<file path="src/wdog_pkg.sv">
package wdog_pkg;

  // register indices; byte address is four times the index
  localparam logic [15:0] IDX_SECOND_CFG  = 16'hA0D8;
  localparam logic [15:0] IDX_SECOND_TOUT_LOW  = 16'hA0D9;
  localparam logic [15:0] IDX_SECOND_TOUT_HIGH = 16'hA0DA;
  localparam logic [15:0] IDX_THIRD_CFG   = 16'hA0DB;
  localparam logic [15:0] IDX_THIRD_TOUT_LOW   = 16'hA0DC;
  localparam logic [15:0] IDX_THIRD_TOUT_HIGH  = 16'hA0DD;
  localparam logic [15:0] IDX_ACCESS_LOCK = 16'hA0DE;

  localparam logic [31:0] A_SECOND_CFG = {14'h0000, IDX_SECOND_CFG, 2'b00};
  localparam logic [31:0] A_SECOND_TL  = {14'h0000, IDX_SECOND_TOUT_LOW, 2'b00};
  localparam logic [31:0] A_SECOND_TH  = {14'h0000, IDX_SECOND_TOUT_HIGH, 2'b00};
  localparam logic [31:0] A_THIRD_CFG  = {14'h0000, IDX_THIRD_CFG, 2'b00};
  localparam logic [31:0] A_THIRD_TL   = {14'h0000, IDX_THIRD_TOUT_LOW, 2'b00};
  localparam logic [31:0] A_THIRD_TH   = {14'h0000, IDX_THIRD_TOUT_HIGH, 2'b00};
  localparam logic [31:0] A_LOCK       = {14'h0000, IDX_ACCESS_LOCK, 2'b00};

  // field positions in the configuration bytes
  localparam int CLR_BIT   = 7;
  localparam int REN_BIT   = 6;
  localparam int RF2_BIT   = 5;
  localparam int IEN_BIT   = 4;
  localparam int IF_BIT    = 0;
  localparam int RF3_BIT   = 0;

  localparam logic [7:0]  RST_SECOND_CFG = 8'hA7;
  localparam logic [7:0]  RST_THIRD_CFG  = 8'hD1;
  localparam logic [15:0] RST_TIMEOUT    = 16'h0FFF;

  // unlock sequence for the timed-access lock
  localparam logic [7:0] LOCK_KEY1 = 8'hAA;
  localparam logic [7:0] LOCK_KEY2 = 8'h55;

  // slow-oscillator divider masks: 2^8, 2^12 .. 2^15 edges per tick
  localparam logic [14:0] MASK_DIV8  = 15'h00FF;
  localparam logic [14:0] MASK_DIV12 = 15'h0FFF;
  localparam logic [14:0] MASK_DIV13 = 15'h1FFF;
  localparam logic [14:0] MASK_DIV14 = 15'h3FFF;
  localparam logic [14:0] MASK_DIV15 = 15'h7FFF;
  localparam logic [1:0]  THIRD_DIV_LAST = 2'h3;

  localparam logic [1:0] RESP_OKAY   = 2'h0;
  localparam logic [1:0] RESP_DECERR = 2'h3;

  typedef struct packed {
    logic       reset_en;
    logic       reset_flag;
    logic       irq_en;
    logic [2:0] scale;
    logic       irq_flag;
  } second_cfg_t;

  typedef struct packed {
    logic [2:0] halt_code;
    logic       reset_flag;
  } third_cfg_t;

  typedef enum logic [2:0] {
    LK_LOCKED = 3'b001,
    LK_ARMED  = 3'b010,
    LK_OPEN   = 3'b100
  } lock_state_t;

  function automatic logic [14:0] scale_mask(input logic [2:0] sel);
    case (sel)
      3'h4:    scale_mask = MASK_DIV12;
      3'h5:    scale_mask = MASK_DIV13;
      3'h6:    scale_mask = MASK_DIV14;
      3'h7:    scale_mask = MASK_DIV15;
      default: scale_mask = MASK_DIV8;
    endcase
  endfunction : scale_mask

endpackage : wdog_pkg

</file>
<file path="src/pin_sync3.sv">
`timescale 1ns/1ps
module pin_sync3 (
  input  wire logic i_clk,
  input  wire logic i_rstn,
  input  wire logic i_ce,
  input  wire logic i_pin,
  output logic      o_level
);
  logic s1_ff;
  logic s2_ff;
  logic s3_ff;

  // a change counts only once stages two and three agree
  always_ff @(posedge i_clk or negedge i_rstn) begin
    if (!i_rstn) begin
      s1_ff   <= 1'b0;
      s2_ff   <= 1'b0;
      s3_ff   <= 1'b0;
      o_level <= 1'b0;
    end else if (i_ce) begin
      s1_ff <= i_pin;
      s2_ff <= s1_ff;
      s3_ff <= s2_ff;
      if (s2_ff == s3_ff) begin
        o_level <= s3_ff;
      end
    end
  end
endmodule : pin_sync3

</file>
<file path="src/wd_counter.sv">
`timescale 1ns/1ps
module wd_counter (
  input  wire logic        i_clk,
  input  wire logic        i_rstn,
  input  wire logic        i_ce,
  input  wire logic        i_tick,
  input  wire logic        i_clear,
  input  wire logic [15:0] i_timeout,
  output logic [15:0]      o_count,
  output logic             o_expire
);
  logic [15:0] count_ff;

  assign o_count  = count_ff;
  assign o_expire = i_tick && (count_ff == i_timeout);

  // clear beats a tick in the same cycle
  always_ff @(posedge i_clk or negedge i_rstn) begin
    if (!i_rstn) begin
      count_ff <= 16'h0000;
    end else if (i_ce) begin
      if (i_clear || o_expire) begin
        count_ff <= 16'h0000;
      end else if (i_tick) begin
        count_ff <= count_ff + 16'h0001;
      end
    end
  end
endmodule : wd_counter

</file>
<file path="src/low_speed_dual_watchdog.sv">
`timescale 1ns/1ps
// Overview of operation
// writing one to second_count_clear zeroes the second count; reads as zero
// second timeout with second_reset_enable set issues a software reset
// second_reset_flag set after second watchdog reset; software writes zero to clear
// second timeout with second_irq_enable set raises the interrupt request
// tick_scale_select picks divider 2^8 (codes 0-3), 2^12, 2^13, 2^14, 2^15
// second_irq_flag set on second timeout; software writes zero to clear
// second count reaching its 16-bit timeout gives interrupt or reset per enables
// second timeout bytes written set timeout; reading them returns live count
// second config resets to 0xA7; all registers except timed_access_lock itself are guarded by timed_access_lock
// third watchdog always counts; nothing in software stops it
// third watchdog counts at quarter rate using the same scale select
// writing one to third_count_clear zeroes the third count; reads as zero
// lowpower_halt_code is stored but code 101 no longer halts anything
// third_reset_flag set after third watchdog reset; software writes zero to clear
// third count reaching its timeout issues a reset; no interrupt path
// third timeout bytes written set timeout; reading them returns live count
// third config resets to 0xD1 and is guarded by timed_access_lock
// second watchdog is a 16-bit counter clocked from slow_oscillator
// after a timeout the counter restarts from zero
// second counts once per prescaled tick; third divides that tick by four
module low_speed_dual_watchdog (
  input  wire logic        I_SYS_CLK,
  input  wire logic        I_RSTN,
  input  wire logic        I_CE,
  input  wire logic        I_SLOW_OSC,
  input  wire logic [31:0] I_AWADDR,
  input  wire logic        I_AWVALID,
  output logic             O_AWREADY,
  input  wire logic [31:0] I_WDATA,
  input  wire logic [3:0]  I_WSTRB,
  input  wire logic        I_WVALID,
  output logic             O_WREADY,
  output logic [1:0]       O_BRESP,
  output logic             O_BVALID,
  input  wire logic        I_BREADY,
  input  wire logic [31:0] I_ARADDR,
  input  wire logic        I_ARVALID,
  output logic             O_ARREADY,
  output logic [31:0]      O_RDATA,
  output logic [1:0]       O_RRESP,
  output logic             O_RVALID,
  input  wire logic        I_RREADY,
  output logic             O_SECOND_IRQ,
  output logic             O_SOFT_RESET
);

  logic                 aw_got_ff;
  logic [31:0]          aw_addr_ff;
  logic                 w_got_ff;
  logic [7:0]           w_byte_ff;
  logic                 w_lane_ff;
  logic                 bvalid_ff;
  logic [1:0]           bresp_ff;
  logic                 rvalid_ff;
  logic [31:0]          rdata_ff;
  logic [1:0]           rresp_ff;
  wdog_pkg::second_cfg_t cfg2_ff;
  wdog_pkg::third_cfg_t  cfg3_ff;
  logic [15:0]          tout2_ff;
  logic [15:0]          tout3_ff;
  wdog_pkg::lock_state_t lock_ff;
  wdog_pkg::lock_state_t nxt_lock;
  logic [14:0]          pre_ff;
  logic [1:0]           qdiv_ff;
  logic                 osc_level;
  logic                 osc_prev_ff;
  logic                 soft_rst_ff;
  logic                 wr_fire;
  logic                 wr_prot;
  logic                 hit_w;
  logic                 hit_r;
  logic [7:0]           rd_byte;
  logic                 osc_edge;
  logic                 tick2;
  logic                 tick3;
  logic                 clr2;
  logic                 clr3;
  logic [15:0]          count2;
  logic [15:0]          count3;
  logic                 exp2;
  logic                 exp3;
  logic                 w_cfg2;
  logic                 w_cfg3;
  logic                 w_t2l;
  logic                 w_t2h;
  logic                 w_t3l;
  logic                 w_t3h;
  logic                 w_lock;

  // ---------------- slow oscillator and prescaler ----------------
  pin_sync3 u_osc_sync (
    .i_clk   (I_SYS_CLK),
    .i_rstn  (I_RSTN),
    .i_ce    (I_CE),
    .i_pin   (I_SLOW_OSC),
    .o_level (osc_level)
  );

  always_ff @(posedge I_SYS_CLK or negedge I_RSTN) begin
    if (!I_RSTN) begin
      osc_prev_ff <= 1'b0;
    end else if (I_CE) begin
      osc_prev_ff <= osc_level;
    end
  end

  assign osc_edge = osc_level && !osc_prev_ff;

  // divider select
  assign tick2 = osc_edge &&
                 ((pre_ff & wdog_pkg::scale_mask(cfg2_ff.scale)) ==
                  wdog_pkg::scale_mask(cfg2_ff.scale));
  // quarter-rate tick
  assign tick3 = tick2 && (qdiv_ff == wdog_pkg::THIRD_DIV_LAST);

  // prescaler runs from slow_oscillator edges only
  always_ff @(posedge I_SYS_CLK or negedge I_RSTN) begin
    if (!I_RSTN) begin
      pre_ff <= 15'h0000;
    end else if (I_CE && osc_edge) begin
      pre_ff <= pre_ff + 15'h0001;
    end
  end

  // divide-by-four of the tick
  always_ff @(posedge I_SYS_CLK or negedge I_RSTN) begin
    if (!I_RSTN) begin
      qdiv_ff <= 2'h0;
    end else if (I_CE && tick2) begin
      qdiv_ff <= qdiv_ff + 2'h1;
    end
  end

  // ---------------- counters ----------------
  // restart from zero inside the counter
  wd_counter u_second (
    .i_clk     (I_SYS_CLK),
    .i_rstn    (I_RSTN),
    .i_ce      (I_CE),
    .i_tick    (tick2),
    .i_clear   (clr2),
    .i_timeout (tout2_ff),
    .o_count   (count2),
    .o_expire  (exp2)
  );

  // no enable: the third counter is never gated by software
  wd_counter u_third (
    .i_clk     (I_SYS_CLK),
    .i_rstn    (I_RSTN),
    .i_ce      (I_CE),
    .i_tick    (tick3),
    .i_clear   (clr3),
    .i_timeout (tout3_ff),
    .o_count   (count3),
    .o_expire  (exp3)
  );

  // ---------------- bus write path ----------------
  assign O_AWREADY = !aw_got_ff && !bvalid_ff;
  assign O_WREADY  = !w_got_ff && !bvalid_ff;
  assign O_BVALID  = bvalid_ff;
  assign O_BRESP   = bresp_ff;
  assign wr_fire   = aw_got_ff && w_got_ff && !bvalid_ff;

  assign w_cfg2 = wr_fire && (aw_addr_ff == wdog_pkg::A_SECOND_CFG);
  assign w_t2l  = wr_fire && (aw_addr_ff == wdog_pkg::A_SECOND_TL);
  assign w_t2h  = wr_fire && (aw_addr_ff == wdog_pkg::A_SECOND_TH);
  assign w_cfg3 = wr_fire && (aw_addr_ff == wdog_pkg::A_THIRD_CFG);
  assign w_t3l  = wr_fire && (aw_addr_ff == wdog_pkg::A_THIRD_TL);
  assign w_t3h  = wr_fire && (aw_addr_ff == wdog_pkg::A_THIRD_TH);
  assign w_lock = wr_fire && (aw_addr_ff == wdog_pkg::A_LOCK) && w_lane_ff;
  assign hit_w  = w_cfg2 || w_t2l || w_t2h || w_cfg3 || w_t3l || w_t3h ||
                  (wr_fire && (aw_addr_ff == wdog_pkg::A_LOCK));
  // protected writes land only while the lock is open
  assign wr_prot = w_lane_ff && (lock_ff == wdog_pkg::LK_OPEN);

  // self-clearing: a pulse, never stored
  assign clr2 = w_cfg2 && wr_prot && w_byte_ff[wdog_pkg::CLR_BIT];
  // self-clearing third clear
  assign clr3 = w_cfg3 && wr_prot && w_byte_ff[wdog_pkg::CLR_BIT];

  always_ff @(posedge I_SYS_CLK or negedge I_RSTN) begin
    if (!I_RSTN) begin
      aw_got_ff  <= 1'b0;
      aw_addr_ff <= 32'h00000000;
    end else if (I_CE) begin
      if (I_AWVALID && O_AWREADY) begin
        aw_got_ff  <= 1'b1;
        aw_addr_ff <= I_AWADDR;
      end else if (wr_fire) begin
        aw_got_ff <= 1'b0;
      end
    end
  end

  always_ff @(posedge I_SYS_CLK or negedge I_RSTN) begin
    if (!I_RSTN) begin
      w_got_ff  <= 1'b0;
      w_byte_ff <= 8'h00;
      w_lane_ff <= 1'b0;
    end else if (I_CE) begin
      if (I_WVALID && O_WREADY) begin
        w_got_ff  <= 1'b1;
        w_byte_ff <= I_WDATA[7:0];
        w_lane_ff <= I_WSTRB[0];
      end else if (wr_fire) begin
        w_got_ff <= 1'b0;
      end
    end
  end

  always_ff @(posedge I_SYS_CLK or negedge I_RSTN) begin
    if (!I_RSTN) begin
      bvalid_ff <= 1'b0;
      bresp_ff  <= wdog_pkg::RESP_OKAY;
    end else if (I_CE) begin
      if (wr_fire) begin
        bvalid_ff <= 1'b1;
        bresp_ff  <= hit_w ? wdog_pkg::RESP_OKAY : wdog_pkg::RESP_DECERR;
      end else if (I_BREADY) begin
        bvalid_ff <= 1'b0;
      end
    end
  end

  // ---------------- timed access lock ----------------
  // the lock closes after any one protected write, allowed or not
  always_comb begin
    nxt_lock = lock_ff;
    unique case (lock_ff)
      wdog_pkg::LK_LOCKED: begin
        if (w_lock && w_byte_ff == wdog_pkg::LOCK_KEY1) begin
          nxt_lock = wdog_pkg::LK_ARMED;
        end
      end
      wdog_pkg::LK_ARMED: begin
        if (wr_fire) begin
          nxt_lock = (w_lock && w_byte_ff == wdog_pkg::LOCK_KEY2) ?
                     wdog_pkg::LK_OPEN : wdog_pkg::LK_LOCKED;
        end
      end
      wdog_pkg::LK_OPEN: begin
        if (wr_fire && !w_lock) begin
          nxt_lock = wdog_pkg::LK_LOCKED;
        end
      end
      default: nxt_lock = wdog_pkg::LK_LOCKED;
    endcase
  end

  always_ff @(posedge I_SYS_CLK or negedge I_RSTN) begin
    if (!I_RSTN) begin
      lock_ff <= wdog_pkg::LK_LOCKED;
    end else if (I_CE) begin
      lock_ff <= nxt_lock;
    end
  end

  // ---------------- configuration and timeouts ----------------
  always_ff @(posedge I_SYS_CLK or negedge I_RSTN) begin
    if (!I_RSTN) begin
      cfg2_ff <= wdog_pkg::second_cfg_t'(wdog_pkg::RST_SECOND_CFG[6:0]);
    end else if (I_CE) begin
      if (w_cfg2 && wr_prot) begin
        cfg2_ff.reset_en   <= w_byte_ff[wdog_pkg::REN_BIT];
        cfg2_ff.irq_en     <= w_byte_ff[wdog_pkg::IEN_BIT];
        cfg2_ff.scale      <= w_byte_ff[3:1];
        cfg2_ff.reset_flag <= cfg2_ff.reset_flag & w_byte_ff[wdog_pkg::RF2_BIT];
        cfg2_ff.irq_flag   <= cfg2_ff.irq_flag & w_byte_ff[wdog_pkg::IF_BIT];
      end
      // hardware set wins over a software clear
      if (exp2 && cfg2_ff.reset_en) begin
        cfg2_ff.reset_flag <= 1'b1;
      end
      // flag set on every second timeout
      if (exp2) begin
        cfg2_ff.irq_flag <= 1'b1;
      end
    end
  end

  // halt code stored only; it has no effect on counting
  // third config reset value
  always_ff @(posedge I_SYS_CLK or negedge I_RSTN) begin
    if (!I_RSTN) begin
      cfg3_ff <= {wdog_pkg::RST_THIRD_CFG[6:4], wdog_pkg::RST_THIRD_CFG[0]};
    end else if (I_CE) begin
      if (w_cfg3 && wr_prot) begin
        cfg3_ff.halt_code  <= w_byte_ff[6:4];
        cfg3_ff.reset_flag <= cfg3_ff.reset_flag & w_byte_ff[wdog_pkg::RF3_BIT];
      end
      // set wins over clear
      if (exp3) begin
        cfg3_ff.reset_flag <= 1'b1;
      end
    end
  end

  // writes set the timeout, reads see the live count
  always_ff @(posedge I_SYS_CLK or negedge I_RSTN) begin
    if (!I_RSTN) begin
      tout2_ff <= wdog_pkg::RST_TIMEOUT;
      tout3_ff <= wdog_pkg::RST_TIMEOUT;
    end else if (I_CE && wr_prot) begin
      if (w_t2l) tout2_ff[7:0]  <= w_byte_ff;
      if (w_t2h) tout2_ff[15:8] <= w_byte_ff;
      if (w_t3l) tout3_ff[7:0]  <= w_byte_ff;
      if (w_t3h) tout3_ff[15:8] <= w_byte_ff;
    end
  end

  // ---------------- reset and interrupt outputs ----------------
  // one-cycle software reset request
  always_ff @(posedge I_SYS_CLK or negedge I_RSTN) begin
    if (!I_RSTN) begin
      soft_rst_ff <= 1'b0;
    end else if (I_CE) begin
      soft_rst_ff <= (exp2 && cfg2_ff.reset_en) || exp3;
    end
  end

  assign O_SOFT_RESET = soft_rst_ff;
  // interrupt gated by its enable
  assign O_SECOND_IRQ = cfg2_ff.irq_flag && cfg2_ff.irq_en;

  // ---------------- bus read path ----------------
  assign O_ARREADY = !rvalid_ff;
  assign O_RVALID  = rvalid_ff;
  assign O_RDATA   = rdata_ff;
  assign O_RRESP   = rresp_ff;

  always_comb begin
    hit_r   = 1'b1;
    rd_byte = 8'h00;
    unique case (I_ARADDR)
      wdog_pkg::A_SECOND_CFG: rd_byte = {1'b0, cfg2_ff};
      wdog_pkg::A_SECOND_TL:  rd_byte = count2[7:0];
      wdog_pkg::A_SECOND_TH:  rd_byte = count2[15:8];
      wdog_pkg::A_THIRD_CFG:  rd_byte = {1'b0, cfg3_ff.halt_code, 3'b000,
                                         cfg3_ff.reset_flag};
      wdog_pkg::A_THIRD_TL:   rd_byte = count3[7:0];
      wdog_pkg::A_THIRD_TH:   rd_byte = count3[15:8];
      wdog_pkg::A_LOCK:       rd_byte = {5'b00000, lock_ff};
      default:                hit_r   = 1'b0;
    endcase
  end

  always_ff @(posedge I_SYS_CLK or negedge I_RSTN) begin
    if (!I_RSTN) begin
      rvalid_ff <= 1'b0;
      rdata_ff  <= 32'h00000000;
      rresp_ff  <= wdog_pkg::RESP_OKAY;
    end else if (I_CE) begin
      if (I_ARVALID && O_ARREADY) begin
        rvalid_ff <= 1'b1;
        rdata_ff  <= {24'h000000, rd_byte};
        rresp_ff  <= hit_r ? wdog_pkg::RESP_OKAY : wdog_pkg::RESP_DECERR;
      end else if (I_RREADY) begin
        rvalid_ff <= 1'b0;
      end
    end
  end
endmodule : low_speed_dual_watchdog

</file>
<file path="config.mk">
export PLATFORM = sky130hd
export DESIGN_NAME = low_speed_dual_watchdog
export DESIGN_NICKNAME = d
export VERILOG_FILES = /design/src/wdog_pkg.sv /design/src/pin_sync3.sv /design/src/wd_counter.sv /design/src/low_speed_dual_watchdog.sv
export SDC_FILE = /design/constraint.sdc
export NUM_CORES = 1
export LEC_CHECK = 0
export BUFFER_PORTS_ARGS = -buffer_cell sky130_fd_sc_hd__buf_2
export CAP_MARGIN = 20
export CORE_ASPECT_RATIO = 0.6
export CORE_UTILIZATION = 35
export CTS_CLUSTER_SIZE = 25
export DETAILED_ROUTE_END_ITERATION = 10
export GPL_ROUTABILITY_DRIVEN = 0
export SLEW_MARGIN = 30
export SYNTH_ARGS = -nofsm -noshare
export SYNTH_HDL_FRONTEND = slang
export SYNTH_HIERARCHICAL = 1
export SYNTH_SLANG_ARGS = --single-unit
</file>
<file path="constraint.sdc">
create_clock -name I_SYS_CLK -period 2.7 [get_ports I_SYS_CLK]
set_clock_uncertainty 0.2 [all_clocks]
set_input_delay 0.54 -clock I_SYS_CLK [delete_from_list [all_inputs] [get_ports I_SYS_CLK]]
set_output_delay 0.54 -clock I_SYS_CLK [all_outputs]
set_load 0.1 [all_outputs]
</file>
==> Yosys cells after proc, flatten, opt, wreduce, memory -nomap -nowiden <==
Cells that the tools add are included.
{ "word_totals": {"reg_bits": 158, "in_bits": 109, "out_inout_bits": 43, "elab_cells": 176} }
{ "op_classes": {"add_sub_neg": 4, "n_eq_ne": 31, "n_mux": 26, "bitwise_logic": 4, "n_reduce_logical": 79} }
{ "op_table": {"columns": ["cell", "n"], "rows": [
  ["$eq A32 B18 Y1 const B", 14],
  ["$mux W16", 4],
  ["$pmux W15 S4", 1],
  ["$pmux W8 S7", 1],
  ["$reduce_and A2 Y1", 20],
  ["$logic_and A1 B1 Y1", 33],
  ["$add A16 B1 Y16 const B", 2],
  ["$eq A16 B16 Y1", 2],
  ["$reduce_bool A2 Y1", 9],
  ["$add A15 B1 Y15 const B", 1],
  ["$and A15 B15 Y15", 1],
  ["$eq A15 B15 Y1", 1],
  ["$eq A3 B3 Y1 const B", 5],
  ["$mux W1", 12],
  ["$mux W3", 4],
  ["$logic_or A1 B1 Y1", 9],
  ["$pmux W3 S3", 1],
  ["$eq A8 B7 Y1 const B", 1],
  ["$eq A8 B8 Y1 const B", 1],
  ["$reduce_or A7 Y1", 1],
  ["$logic_not A1 Y1", 6],
  ["$mux W6", 1],
  ["$mux W2", 2],
  ["$ne A2 B2 Y1 const B", 2],
  ["8 further kinds", 10]
]} }

==> Longest topological paths before layout <==
Gate-level depths: netlist of run 1.
{ "depth": {"depth_word": 10, "depth_mapped": 10, "ltp_nobuf": 10} }

==> Cells and area by module <==
The synthesis of run 1 kept the hierarchy.
{ "by_module_without_submodules": {"columns": ["module", "n_inst", "cells_per_inst", "area_per_inst_um2", "seq_area_each_um2"], "rows": [
  ["low_speed_dual_watchdog", 1, 474, 5729.2, 3042.9],
  ["wd_counter (u_second)", 1, 109, 1088.5, 400.4],
  ["wd_counter (u_third)", 1, 104, 1028.5, 400.4],
  ["pin_sync3", 1, 10, 156.4, 100.1]
]} }

==> Worst setup path before layout of run 1 <==
OpenSTA, ideal clock, no wires.
{ "synth_timing": {"path_type": "flip-flop to flip-flop", "startpoint": "register bvalid_ff (netlist: O_BVALID)", "endpoint": "register u_third.count_ff[9] (netlist: u_third/o_count[9])", "setup_time_ns": 0.119, "arrival_time_ns": 2.779, "required_ns": 2.381, "slack_ns": -0.397, "stages_incl_launch_ff": 10, "path_buffers": 0, "synth_period_minus_slack_ns": 3.097, "path_cell_list": "dfrtp_1 > nor4_1 > nand3_1 > nor3_1 > and4_1 > o211ai_2 > nor3_1 > and3_1 > xnor2_1 > nor2_1"} }
{ "synth_via": {"elab_chain_cells": 8, "elab_cells_between_ends": 9} }
{ "synth_lines": {"columns": ["element", "line", "source"], "rows": [
  ["start, declared", "low_speed_dual_watchdog.sv:54", "logic bvalid_ff;"],
  ["start signal, assigned", "low_speed_dual_watchdog.sv:217", "bvalid_ff <= 1'b0;"],
  ["start signal, assigned", "low_speed_dual_watchdog.sv:221", "bvalid_ff <= 1'b1;"],
  ["start signal, assigned", "low_speed_dual_watchdog.sv:224", "bvalid_ff <= 1'b0;"],
  ["$logic_not A1 Y1 *", "low_speed_dual_watchdog.sv:166", "assign wr_fire = aw_got_ff && w_got_ff && !bvalid_ff;"],
  ["$logic_and A1 B1 Y1 *", "low_speed_dual_watchdog.sv:166", null],
  ["$logic_and A1 B1 Y1 *", "low_speed_dual_watchdog.sv:171", "assign w_cfg3 = wr_fire && (aw_addr_ff == wdog_pkg::A_THIRD_CFG);"],
  ["$logic_and A1 B1 Y1 * (2 in a row)", "low_speed_dual_watchdog.sv:183", "assign clr3 = w_cfg3 && wr_prot && w_byte_ff[wdog_pkg::CLR_BIT];"],
  ["net clr3", "low_speed_dual_watchdog.sv:79", "logic clr3;"],
  ["$logic_or A1 B1 Y1 *", "wd_counter.sv:22", "if (i_clear || o_expire) begin"],
  ["$reduce_bool A2 Y1 (no source line)", null, null],
  ["$reduce_and A2 Y1 (no source line)", null, null],
  ["end signal, assigned", "wd_counter.sv:25", "count_ff <= count_ff + 16'h0001;"],
  ["end, declared", "wd_counter.sv:12", "logic [15:0] count_ff;"]
]} }
Mark *: on every way through the listed nets, which the timed path passes. The rest lies on a longest branch.
A chain may end at the register's enable or synchronous reset.

==> Worst setup path after layout of run 1 <==
{ "layout_timing": {"startpoint": "register lock_ff[2]", "endpoint": "register tout3_ff[14]"} }
{ "layout_via": {"elab_chain_cells": 4} }
{ "layout_lines": {"columns": ["element", "line", "source"], "rows": [
  ["start, declared", "low_speed_dual_watchdog.sv:63", "wdog_pkg::lock_state_t lock_ff;"],
  ["start signal, assigned", "low_speed_dual_watchdog.sv:256", "lock_ff <= wdog_pkg::LK_LOCKED;"],
  ["start signal, assigned", "low_speed_dual_watchdog.sv:258", "lock_ff <= nxt_lock;"],
  ["$eq A3 B3 Y1", "low_speed_dual_watchdog.sv:178", "assign wr_prot = w_lane_ff && (lock_ff == wdog_pkg::LK_OPEN);"],
  ["$logic_and A1 B1 Y1", "low_speed_dual_watchdog.sv:178", null],
  ["$logic_and A1 B1 Y1", "low_speed_dual_watchdog.sv:307", "end else if (I_CE && wr_prot) begin"],
  ["$reduce_and A2 Y1 (no source line)", null, null],
  ["end signal, assigned", "low_speed_dual_watchdog.sv:306", "tout3_ff <= wdog_pkg::RST_TIMEOUT;"],
  ["end signal, assigned", "low_speed_dual_watchdog.sv:311", "if (w_t3h) tout3_ff[15:8] <= w_byte_ff;"],
  ["end, declared", "low_speed_dual_watchdog.sv:62", "logic [15:0] tout3_ff;"]
]} }
Every way passes these cells.

==> impl_metrics.json, run 1 <==
{
  "synthCells": 697,
  "detail-route-antenna-nets": 0,
  "cts_tree": "done",
  "io_pins": 152,
  "place_area_um2": 9070,
  "outcome": "finished clean",
  "finalCritPeriodShare_pct": 95.8,
  "grtUsageTotal_pct": 17.3,
  "setup_viol": 0,
  "cp_max_fo": 8,
  "grt_pass1_wl_um": 30700,
  "r2r_start": "lock_ff[2]",
  "grt_max_degree": 63,
  "p_leak_uw": 0.00440,
  "htreeDepth": 4,
  "dp_hpwl_um": 14200,
  "drt-initial-drc-count": 338,
  "overflow": 0,
  "hold_path.class": "in -> reg",
  "reg2reg_to": "tout3_ff[14]",
  "drive_above_1_share_pct": 41.6,
  "die-area_um2": 23500,
  "min_path_cells": 2,
  "die_y_um": 119,
  "synthArstFlopShare_pct": 100,
  "firstDrtPassIters": 5,
  "hp-start": "I_AWADDR[10]",
  "synth_ff_type": "dfrtp_1",
  "synth_warnings": 6,
  "place_ws_ps": -128,
  "irDropWorstVdd_uv": 470,
  "syn_area_per_cell_um2": 11.5,
  "synthToLayoutAreaGrowth_pct": 22.7,
  "path_class": "reg -> reg",
  "portBuffers": 100,
  "clk_pin_slew_ps": 60,
  "drv_slew": 0,
  "drt-total-wl_um": 19400,
  "cts_buffers": 17,
  "vias": 5689,
  "start_util_pct": 36.0,
  "final_nets": 950,
  "vias_per_cell": 4.91,
  "core_um2": 22200,
  "ys_ff_latch": 156,
  "arrival_ps": 2700,
  "wl_per_cell_um": 16.8,
  "cts-root-buf": "clkbuf_16",
  "ys_seq_area_share_pct": 49.3,
  "fill_cells": 2108,
  "post-synth-top-count-cell": "dfrtp_1",
  "yosysUniqueCellTypes": 69,
  "antenna_found_initial": 1,
  "holdPathEnd": "aw_addr_ff[10]",
  "crit_path_end_kind": "flip-flop",
  "cpPeakStageDelay_ps": 530,
  "yosys.area.top_type_share_pct": 38.8,
  "die_x_um": 197,
  "worst_slew_pin_slew_ps": 553,
  "clock_latency_ps": 430,
  "rows": 42,
  "clock_path_buffers": 2,
  "yosys-top-cells-count": "dfrtp_1 (124), mux2_2 (88), nand2_1 (55), nor2_1 (42), xnor2_1 (37)",
  "path_buf_inv": 3,
  "crit_path_cell_trace": "inv_2, or4b_4, buf_4, or4_4, nor3_4, buf_12, mux2_2",
  "yosysTopAreaCell": "dfrtp_1",
  "relSlewSlack_pct": 63.1,
  "finalPower_uw": 7150,
  "first_global_vias": 5411,
  "fmax_mhz": 387,
  "final_util_pct": 44.2,
  "crit_family": "simple AND/OR/NAND/NOR gates",
  "slowest_stage": "or4_4",
  "reg2reg_depth": 7,
  "powerDensity_nw_per_um2": 728,
  "synth-edff-count": 0,
  "critPathRequiredTime_ps": 2810,
  "finalInstanceArea_um2": 9820,
  "min_period_ps": 2590,
  "synth_area_leaders": "dfrtp_1 (39%), mux2_2 (12%), dfstp_2 (11%), xnor2_1 (4.0%), xor2_1 (3.9%)",
  "hold_violations": 0,
  "setup_slack_ps": 113,
  "startpoint_type": "flip-flop",
  "max-cap-violations": 0,
  "drc_errors": 0,
  "rrSetupSlack_ps": 110,
  "syn-cell-area_um2": 8000,
  "cts_sinks": 156
}
-- repair_timing --
| item | CTS | global route |
|---|---|---|
| endpoints found under the hold margin | 35 | 0 |
| hold buffers | 1 | 0 |
| pin swaps | 2 | 11 |
| setup buffers | 1 | 4 |
| resized for setup | 3 | 17 |
| setup endpoints to repair | 24 | 25 |
-- flip-flops by register name, summed over array words and instances (netlist names), 2 cells and up --
| name | cells |
|---|---|
| w_byte_ff | 8 |
| O_RDATA | 8 |
| u_second/o_count | 16 |
| u_third/o_count | 16 |
| tout2_ff | 16 |
| lock_ff | 3 |
| qdiv_ff | 2 |
| aw_addr_ff | 32 |
| cfg2_ff | 7 |
| pre_ff | 15 |
| tout3_ff | 16 |
| cfg3_ff | 4 |
-- layer usage --
layer / part of all wire, % / routed length (um) / track usage (%)
met2: 41 / 7950 / 22.9
met1: 52 / 10100 / 26.9
met3: 6.4 / 1240 / 4.59
met4: 0.99 / 193 / 4.89
met5: 0 / 0 / 0
-- through the flow --
stage / hold slack [ps] / std cells / TNS (ps)
after floorplan: 44.4 / 720 / -0.390
after global placement: 248 / 1120 / -552
after detailed placement: 251 / 1120 / -1330
after CTS: 115 / 1154 / 0
after global routing: 127 / 1158 / -0.452
final: 138 / 1159 / 0
-- layout make-up --
| class | instances | area (um^2) | share of cell area [%] |
|---|---|---|---|
| timing repair buffer | 149 | 940 | 9.57 |
| clock inverter | 9 | 110 | 1.12 |
| tap | 308 | 385 | 3.93 |
| clock buffer | 23 | 478 | 4.87 |
| multi-input combinational | 502 | 3910 | 39.9 |
| sequential | 156 | 3950 | 40.2 |
| antenna | 1 | 2.50 | 0.0255 |
| inverter | 11 | 41.3 | 0.421 |
-- power by group --
| part | leakage (uW) | internal [uW] | switching, uW | total [uW] |
|---|---|---|---|---|
| registers | 0.00193 | 2740 | 375 | 3120 |
| clock network | 0.000280 | 1440 | 993 | 2430 |
| logic | 0.00219 | 663 | 940 | 1600 |
| total | 0.00440 | 4840 | 2310 | 7150 |
-- cell families (layout without fill, tap and decap cells) --
| logic type | count (synthesis) | count (layout) | synth area share, % |
|---|---|---|---|
| and+or+nand+nor | 223 | 223 | 16.0 |
| DFF | 156 | 156 | 49.3 |
| muxes | 103 | 103 | 15.0 |
| AOI/OAI and AO/OA | 75 | 75 | 6.52 |
| xor gates and xnor gates | 73 | 73 | 7.99 |
| buffers and inverters | 62 | 192 | 4.46 |
| adders and majority gates | 4 | 4 | 0.625 |
| other | 1 | 25 | 0.0469 |
-- cell usage in the layout, fill, tap and decap left out, types with 8 or more instances in the layout --
| cell type | synthesis | final |
|---|---|---|
| dfrtp_1 | 124 | 123 |
| buf_2 | 2 | 99 |
| mux2_2 | 88 | 88 |
| nand2_1 | 55 | 55 |
| buf_4 | 26 | 43 |
| nor2_1 | 42 | 41 |
| xnor2_1 | 37 | 37 |
| xor2_1 | 36 | 36 |
| dfstp_2 | 32 | 32 |
| conb_1 | 1 | 24 |
| nand3_1 | 20 | 20 |
| o21ai_0 | 19 | 19 |
| nand4_1 | 17 | 17 |
| clkbuf_16 | 0 | 17 |
| a21oi_1 | 15 | 15 |
| inv_1 | 10 | 10 |
| mux2i_1 | 10 | 10 |
| a21oi_2 | 10 | 10 |
| and3_1 | 11 | 8 |
-- worst max-delay path by stage --
stage                     cells after the start                   end            from  slack (ps)
after global routing                         10  u_second/o_count[15]  aw_addr_ff[20]        -0.5
final                                         7          tout3_ff[14]      lock_ff[2]         110
after CTS                                     9    u_third/o_count[5]      lock_ff[2]          10
after global placement                        9  u_second/o_count[15]        O_BVALID         -80
after floorplan                               9    u_third/o_count[9]        O_BVALID        -0.4
after detailed placement                      9   u_second/o_count[5]   aw_addr_ff[1]        -130
Power figures use the tool's default switching activity.
==> run 2: changes to the inputs <==
--- a/config.mk
+++ b/config.mk
@@ -5,9 +5,9 @@
 export SDC_FILE = /design/constraint.sdc
 export NUM_CORES = 1
 export LEC_CHECK = 0
+export ABC_AREA = 1
 export BUFFER_PORTS_ARGS = -buffer_cell sky130_fd_sc_hd__buf_2
 export CAP_MARGIN = 20
-export CORE_ASPECT_RATIO = 0.6
 export CORE_UTILIZATION = 35
 export CTS_CLUSTER_SIZE = 25
 export DETAILED_ROUTE_END_ITERATION = 10
==> run 2 against run 1 <==
  * Final cell count is 39% higher
  * Sequential power is 1% lower
  * Utilization is 1.7 points lower
  * Die area is 13% higher
  * Largest power group unchanged
  * Global-route usage is 0.26 points higher
  * Critical path type unchanged
  * Combinational power is 12% higher
  * Design area is 9.5% higher
  * Critical endpoint is now u_third/o_count[9]
  * Hold slack worse by 13 ps
==> impl_metrics.json, run 2 <==
{
  "min_period_ps": 2550,
  "hold_path.class": "in -> reg",
  "drt-initial-drc-count": 520,
  "detail-route-antenna-nets": 0,
  "powerDensity_nw_per_um2": 704,
  "synthToLayoutAreaGrowth_pct": 18.1,
  "ys_seq_area_share_pct": 43.3,
  "synthArstFlopShare_pct": 100,
  "drv_slew": 0,
  "max-cap-violations": 0,
  "yosysUniqueCellTypes": 44,
  "dp_hpwl_um": 17000,
  "io_pins": 152,
  "critPathRequiredTime_ps": 2810,
  "clock_latency_ps": 430,
  "clock_path_buffers": 2,
  "fmax_mhz": 393,
  "syn-cell-area_um2": 9100,
  "largest_reg_flops": 32,
  "whs_ps": 126,
  "synth_area_leaders": "dfrtp_1 (34%), nand2_1 (13%), dfstp_2 (9.2%), inv_1 (5.1%), nor2_1 (4.9%)",
  "hold_violations": 0,
  "layout_commonest_cell": "nand2_1",
  "drc_errors": 0,
  "cts_tree": "done",
  "portBuffers": 100,
  "outcome": "finished clean",
  "yosysTopAreaCell": "dfrtp_1",
  "vias_per_cell": 4.72,
  "setup_viol": 0,
  "clk_pin_slew_ps": 70,
  "final_cell_mix": "nand2_1 (306), dfrtp_1 (124), inv_1 (123), nor2_1 (111), buf_2 (99)",
  "drive_above_1_share_pct": 26.9,
  "largest_register": "aw_addr_ff",
  "setup_slack_ps": 154,
  "cp_max_fo": 4,
  "path_class": "reg -> reg",
  "cts_sinks": 156,
  "cts-root-buf": "clkbuf_16",
  "rows": 58,
  "relSlewSlack_pct": 66.4,
  "crit_path_cell_trace": "nor2_1, nand4_1, nor2_4, nand2_1, nor2_2, inv_2, nand2_2, nand2_2, nor2_4, nand2_4, nor2_1, xor2_1, a21oi_2",
  "post-synth-top-count-cell": "nand2_1",
  "startpoint_type": "flip-flop",
  "die_x_um": 163,
  "vias": 7606,
  "slowest_stage": "dfrtp_1",
  "die_y_um": 163,
  "irDropWorstVdd_uv": 961,
  "synthCells": 1140,
  "crit_path_end_kind": "flip-flop",
  "finalPower_uw": 7570,
  "syn_area_per_cell_um2": 7.98,
  "start_util_pct": 35.9,
  "firstDrtPassIters": 5,
  "antenna_found_initial": 1,
  "first_global_vias": 7164,
  "overflow": 0,
  "yosys.area.top_type_share_pct": 34.1,
  "grt_max_degree": 59,
  "cts_buffers": 17,
  "place_ws_ps": 6.57,
  "synth_warnings": 6,
  "drt-total-wl_um": 22400,
  "finalCritPeriodShare_pct": 94.3,
  "worst_slew_pin_slew_ps": 503,
  "yosys-top-cells-count": "nand2_1 (308), dfrtp_1 (124), inv_1 (123), nor2_1 (118), nand3_1 (66)",
  "die-area_um2": 26700,
  "cpPeakStageDelay_ps": 380,
  "grt_pass1_wl_um": 36200,
  "synth-edff-count": 0,
  "htreeDepth": 4,
  "p_leak_uw": 0.00530,
  "wl_per_cell_um": 13.9,
  "grtUsageTotal_pct": 17.5,
  "core_um2": 25300,
  "synth_ff_type": "dfrtp_1",
  "ys_ff_latch": 156,
  "arrival_ps": 2660,
  "final_nets": 1381
}
[run 2: metal layers]
metal,vias up,wire (um),track usage [%]
li1,3804,-,-
met1,3486,10200,23.3
met2,282,10100,28.1
met3,34,1720,3.68
met4,0,380,5.86
met5,-,0,0
[run 2: where the power goes]
part | switching [uW] | leakage, uW | internal [uW]
registers | 331 | 0.00185 | 2750
clock network | 1040 | 0.000321 | 1660
logic | 1250 | 0.00313 | 534
[run 2: metrics by stage]
step / utilization, % / cell area [um^2] / setup TNS, ps / cells
4_1_cts: 42.1 / 10700 / 0 / 1603
3_3_place_gp: 39.4 / 9990 / 0 / 1571
2_1_floorplan: - / 9190 / -6360 / 1163
3_5_place_dp: 39.4 / 9990 / 0 / 1571
5_1_grt: 42.4 / 10700 / -1.74 / 1610
6_report: 42.4 / 10700 / 0 / 1611
[run 2: repair_timing]
| action | in CTS | in global routing |
|---|---|---|
| setup endpoints to repair | 3 | 27 |
| gates cloned | 0 | 0 |
| pin swaps | 0 | 6 |
| setup buffers | 0 | 7 |
| hold buffers | 1 | 0 |
| hold endpoints to repair | 43 | 0 |
| gates resized for setup | 1 | 12 |
[run 2: worst max-delay path, delay by kind of cell (launching register included)]
| kind | cells | cell delay (ps) |
|---|---|---|
| flip-flops | 1 | 380 |
| buffers and inverters | 1 | 90 |
| XOR/XNOR | 1 | 230 |
| AND/OR/NAND/NOR | 10 | 1480 |
| AO/OA/AOI/OAI | 1 | 50 |
[run 2: logic make-up (layout without fill, tap and decap cells)]
group	after synthesis	after routing	synth area share [%]
flip-flops	156	156	43.3
buffers and inverters	188	305	9.60
XOR/XNOR	45	45	4.33
multiplexers	29	29	3.59
other	1	25	0.0412
AO/OA/AOI/OAI	108	108	7.18
AND/OR/NAND/NOR	609	609	31.4
adder cells (fa/ha/maj)	4	4	0.550
[run 2: path summary, 6_finish.rpt]
check / from / endpoint / slack, ps / depth (start not counted)
worst max register to register: aw_addr_ff[13] / u_third/o_count[9] / 150 / 13
min in group asynchronous: I_RSTN / aw_addr_ff[10] / 400 / 2
max in group asynchronous: I_RSTN / tout3_ff[9] / 1180 / 3
worst max-delay path: aw_addr_ff[13] / u_third/o_count[9] / 150 / 13
worst min register to register: pre_ff[5] / pre_ff[5] / 280 / 1
worst min-delay path: I_SLOW_OSC / u_osc_sync/s1_ff / 130 / 3
[run 2: area by class of cell]
type / instances / area, um^2
sequential: 156 / 3940
clock inverter: 14 / 231
inverter: 144 / 544
clock buffer: 17 / 425
timing repair buffer: 130 / 772
tap: 330 / 413
multi-input combinational: 819 / 4420
antenna: 1 / 2.50
fill: 2563 / 14600
==> run 3: changes to the inputs <==
--- a/config.mk
+++ b/config.mk
@@ -5,7 +5,7 @@
 export SDC_FILE = /design/constraint.sdc
 export NUM_CORES = 1
 export LEC_CHECK = 0
-export ABC_AREA = 1
+export ABC_AREA = 0
 export BUFFER_PORTS_ARGS = -buffer_cell sky130_fd_sc_hd__buf_2
 export CAP_MARGIN = 20
 export CORE_UTILIZATION = 35
==> run 3 against run 2 <==
  * Wire length fell by 17%
  * First-iteration DRC count fell by 28%
  * Design area fell by 9.4%
  * Global-route usage fell by 0.92 points
  * Sequential power barely moved
  * Via count fell by 26%
  * Utilization rose by 1.7 points
  * Total power fell by 8.5%
  * Worst setup slack got worse by 86 ps
  * Sequential share of layout area rose by 3.8 points
  * Largest power group unchanged
==> impl_metrics.json, run 3 (synthesis gave the netlist of run 1 again) <==
{
  "place_area_um2": 9030,
  "whs_ps": 136,
  "grt_max_degree": 53,
  "final_nets": 949,
  "cp_max_fo": 5,
  "busiest_layer": "met2",
  "cts_tree": "done",
  "largest_reg_flops": 32,
  "die_x_um": 153,
  "hold_violations": 0,
  "clock_latency_ps": 430,
  "arrival_ps": 2730,
  "die_y_um": 153,
  "vias_per_cell": 5.00,
  "max-cap-violations": 0,
  "dp_hpwl_um": 13500,
  "drc_errors": 0,
  "crit_path_cell_trace": "nor4bb_2, nand4_1, nor3_4, and4_4, o211ai_4, buf_6, nor4_4, xnor2_1, nor2_1",
  "core_um2": 22100,
  "finalInstanceArea_um2": 9740,
  "rows": 54,
  "detail-route-antenna-nets": 0,
  "largest_register": "aw_addr_ff",
  "grt.met1_usage_pct": 22.4,
  "portBuffers": 100,
  "grt.met2_usage_pct": 26.7,
  "path_class": "reg -> reg",
  "overflow": 0,
  "fmax_mhz": 380,
  "drt-initial-drc-count": 374,
  "start_util_pct": 36.2,
  "rsz0062_at_grt": "yes",
  "place_ws_ps": -177,
  "setup_viol": 0,
  "crit_path_end_kind": "flip-flop",
  "synthToLayoutAreaGrowth_pct": 21.7,
  "cts-root-buf": "clkbuf_16",
  "first_global_vias": 5686,
  "startpoint_type": "flip-flop",
  "clock_path_buffers": 2,
  "layout_commonest_cell": "dfrtp_1",
  "relSlewSlack_pct": 63.1,
  "die-area_um2": 23500,
  "outcome": "finished clean",
  "antenna_found_initial": 0,
  "drive_above_1_share_pct": 42.2,
  "finalCritPeriodShare_pct": 97.5,
  "htreeDepth": 4,
  "drv_slew": 0,
  "irDropWorstVdd_uv": 509,
  "critPathRequiredTime_ps": 2800,
  "cts_buffers": 17,
  "setup_slack_ps": 68.4,
  "worst_slew_pin_slew_ps": 552,
  "powerDensity_nw_per_um2": 711,
  "wl_per_cell_um": 16.4,
  "cts_sinks": 156,
  "grtUsageTotal_pct": 16.6,
  "grt_pass1_wl_um": 30500,
  "io_pins": 152,
  "hold_path.class": "in -> reg",
  "grt_util_met3_pct": 3.63,
  "antenna_cells": 0,
  "slowest_stage": "dfrtp_1",
  "final_cell_mix": "dfrtp_1 (123), buf_2 (99), mux2_2 (88), nand2_1 (55), buf_4 (42)",
  "cpPeakStageDelay_ps": 390,
  "firstDrtPassIters": 5,
  "min_period_ps": 2630,
  "p_leak_uw": 0.00440,
  "drt-total-wl_um": 18500,
  "vias": 5649,
  "clk_pin_slew_ps": 70
}
run 3: final cells by class:
type	instances	area (um^2)
Inverter	11	41.3
Timing Repair Buffer	148	923
Clock buffer	17	425
Sequential cell	156	3950
Multi-Input combinational cell	502	3920
Tap cell	280	350
Clock inverter	15	139
Fill cell	2095	12400
run 3: path summary, 6_finish.rpt:
| kind | startpoint | end | slack, ps | cells past startpoint |
|---|---|---|---|---|
| worst max-delay path | aw_addr_ff[21] | u_third/o_count[14] | 70 | 9 |
| worst min-delay path | I_AWADDR[2] | aw_addr_ff[2] | 140 | 3 |
| worst max register to register | aw_addr_ff[21] | u_third/o_count[14] | 70 | 9 |
| worst min register to register | pre_ff[14] | pre_ff[14] | 260 | 1 |
| max in group asynchronous | I_RSTN | tout3_ff[5] | 1240 | 3 |
| min in group asynchronous | I_RSTN | aw_addr_ff[24] | 390 | 2 |
run 3: worst max-delay path, delay by kind of cell, from the launching register on:
family                 cells  cell delay, ps
AND/OR/NAND/NOR            6            1460
AO/OA/AOI/OAI              1             140
flip-flops                 1             390
XOR/XNOR                   1             160
buffers and inverters      1             170
run 3: power by group:
group          total, uW  switching (uW)  internal, uW
logic               1570             929           637
clock network       2300            1020          1280
registers           3060             319          2740
run 3: metrics by stage:
step                      total power [uW]  util, %  std cells  setup TNS, ps
after floorplan                       4100        -        720         -0.390
after global placement                4600     40.9       1093          -2420
after detailed placement              4640     40.9       1093          -2460
after CTS                             6980     43.7       1128              0
after global routing                  7250     44.1       1129           -415
final                                 6920     44.1       1129              0
run 3: repair_timing:
item	CTS	global route
pin swaps	2	15
setup buffers	2	1
resized for setup	4	20
endpoints found under the hold margin	38	0
setup endpoints to repair	26	40
hold buffers	1	0
run 3: metal layers:
metal / wire [um] / share of wire, %
met1: 8620 / 47
met2: 8990 / 49
met3: 695 / 3.8
met4: 159 / 0.86
met5: 0 / 0
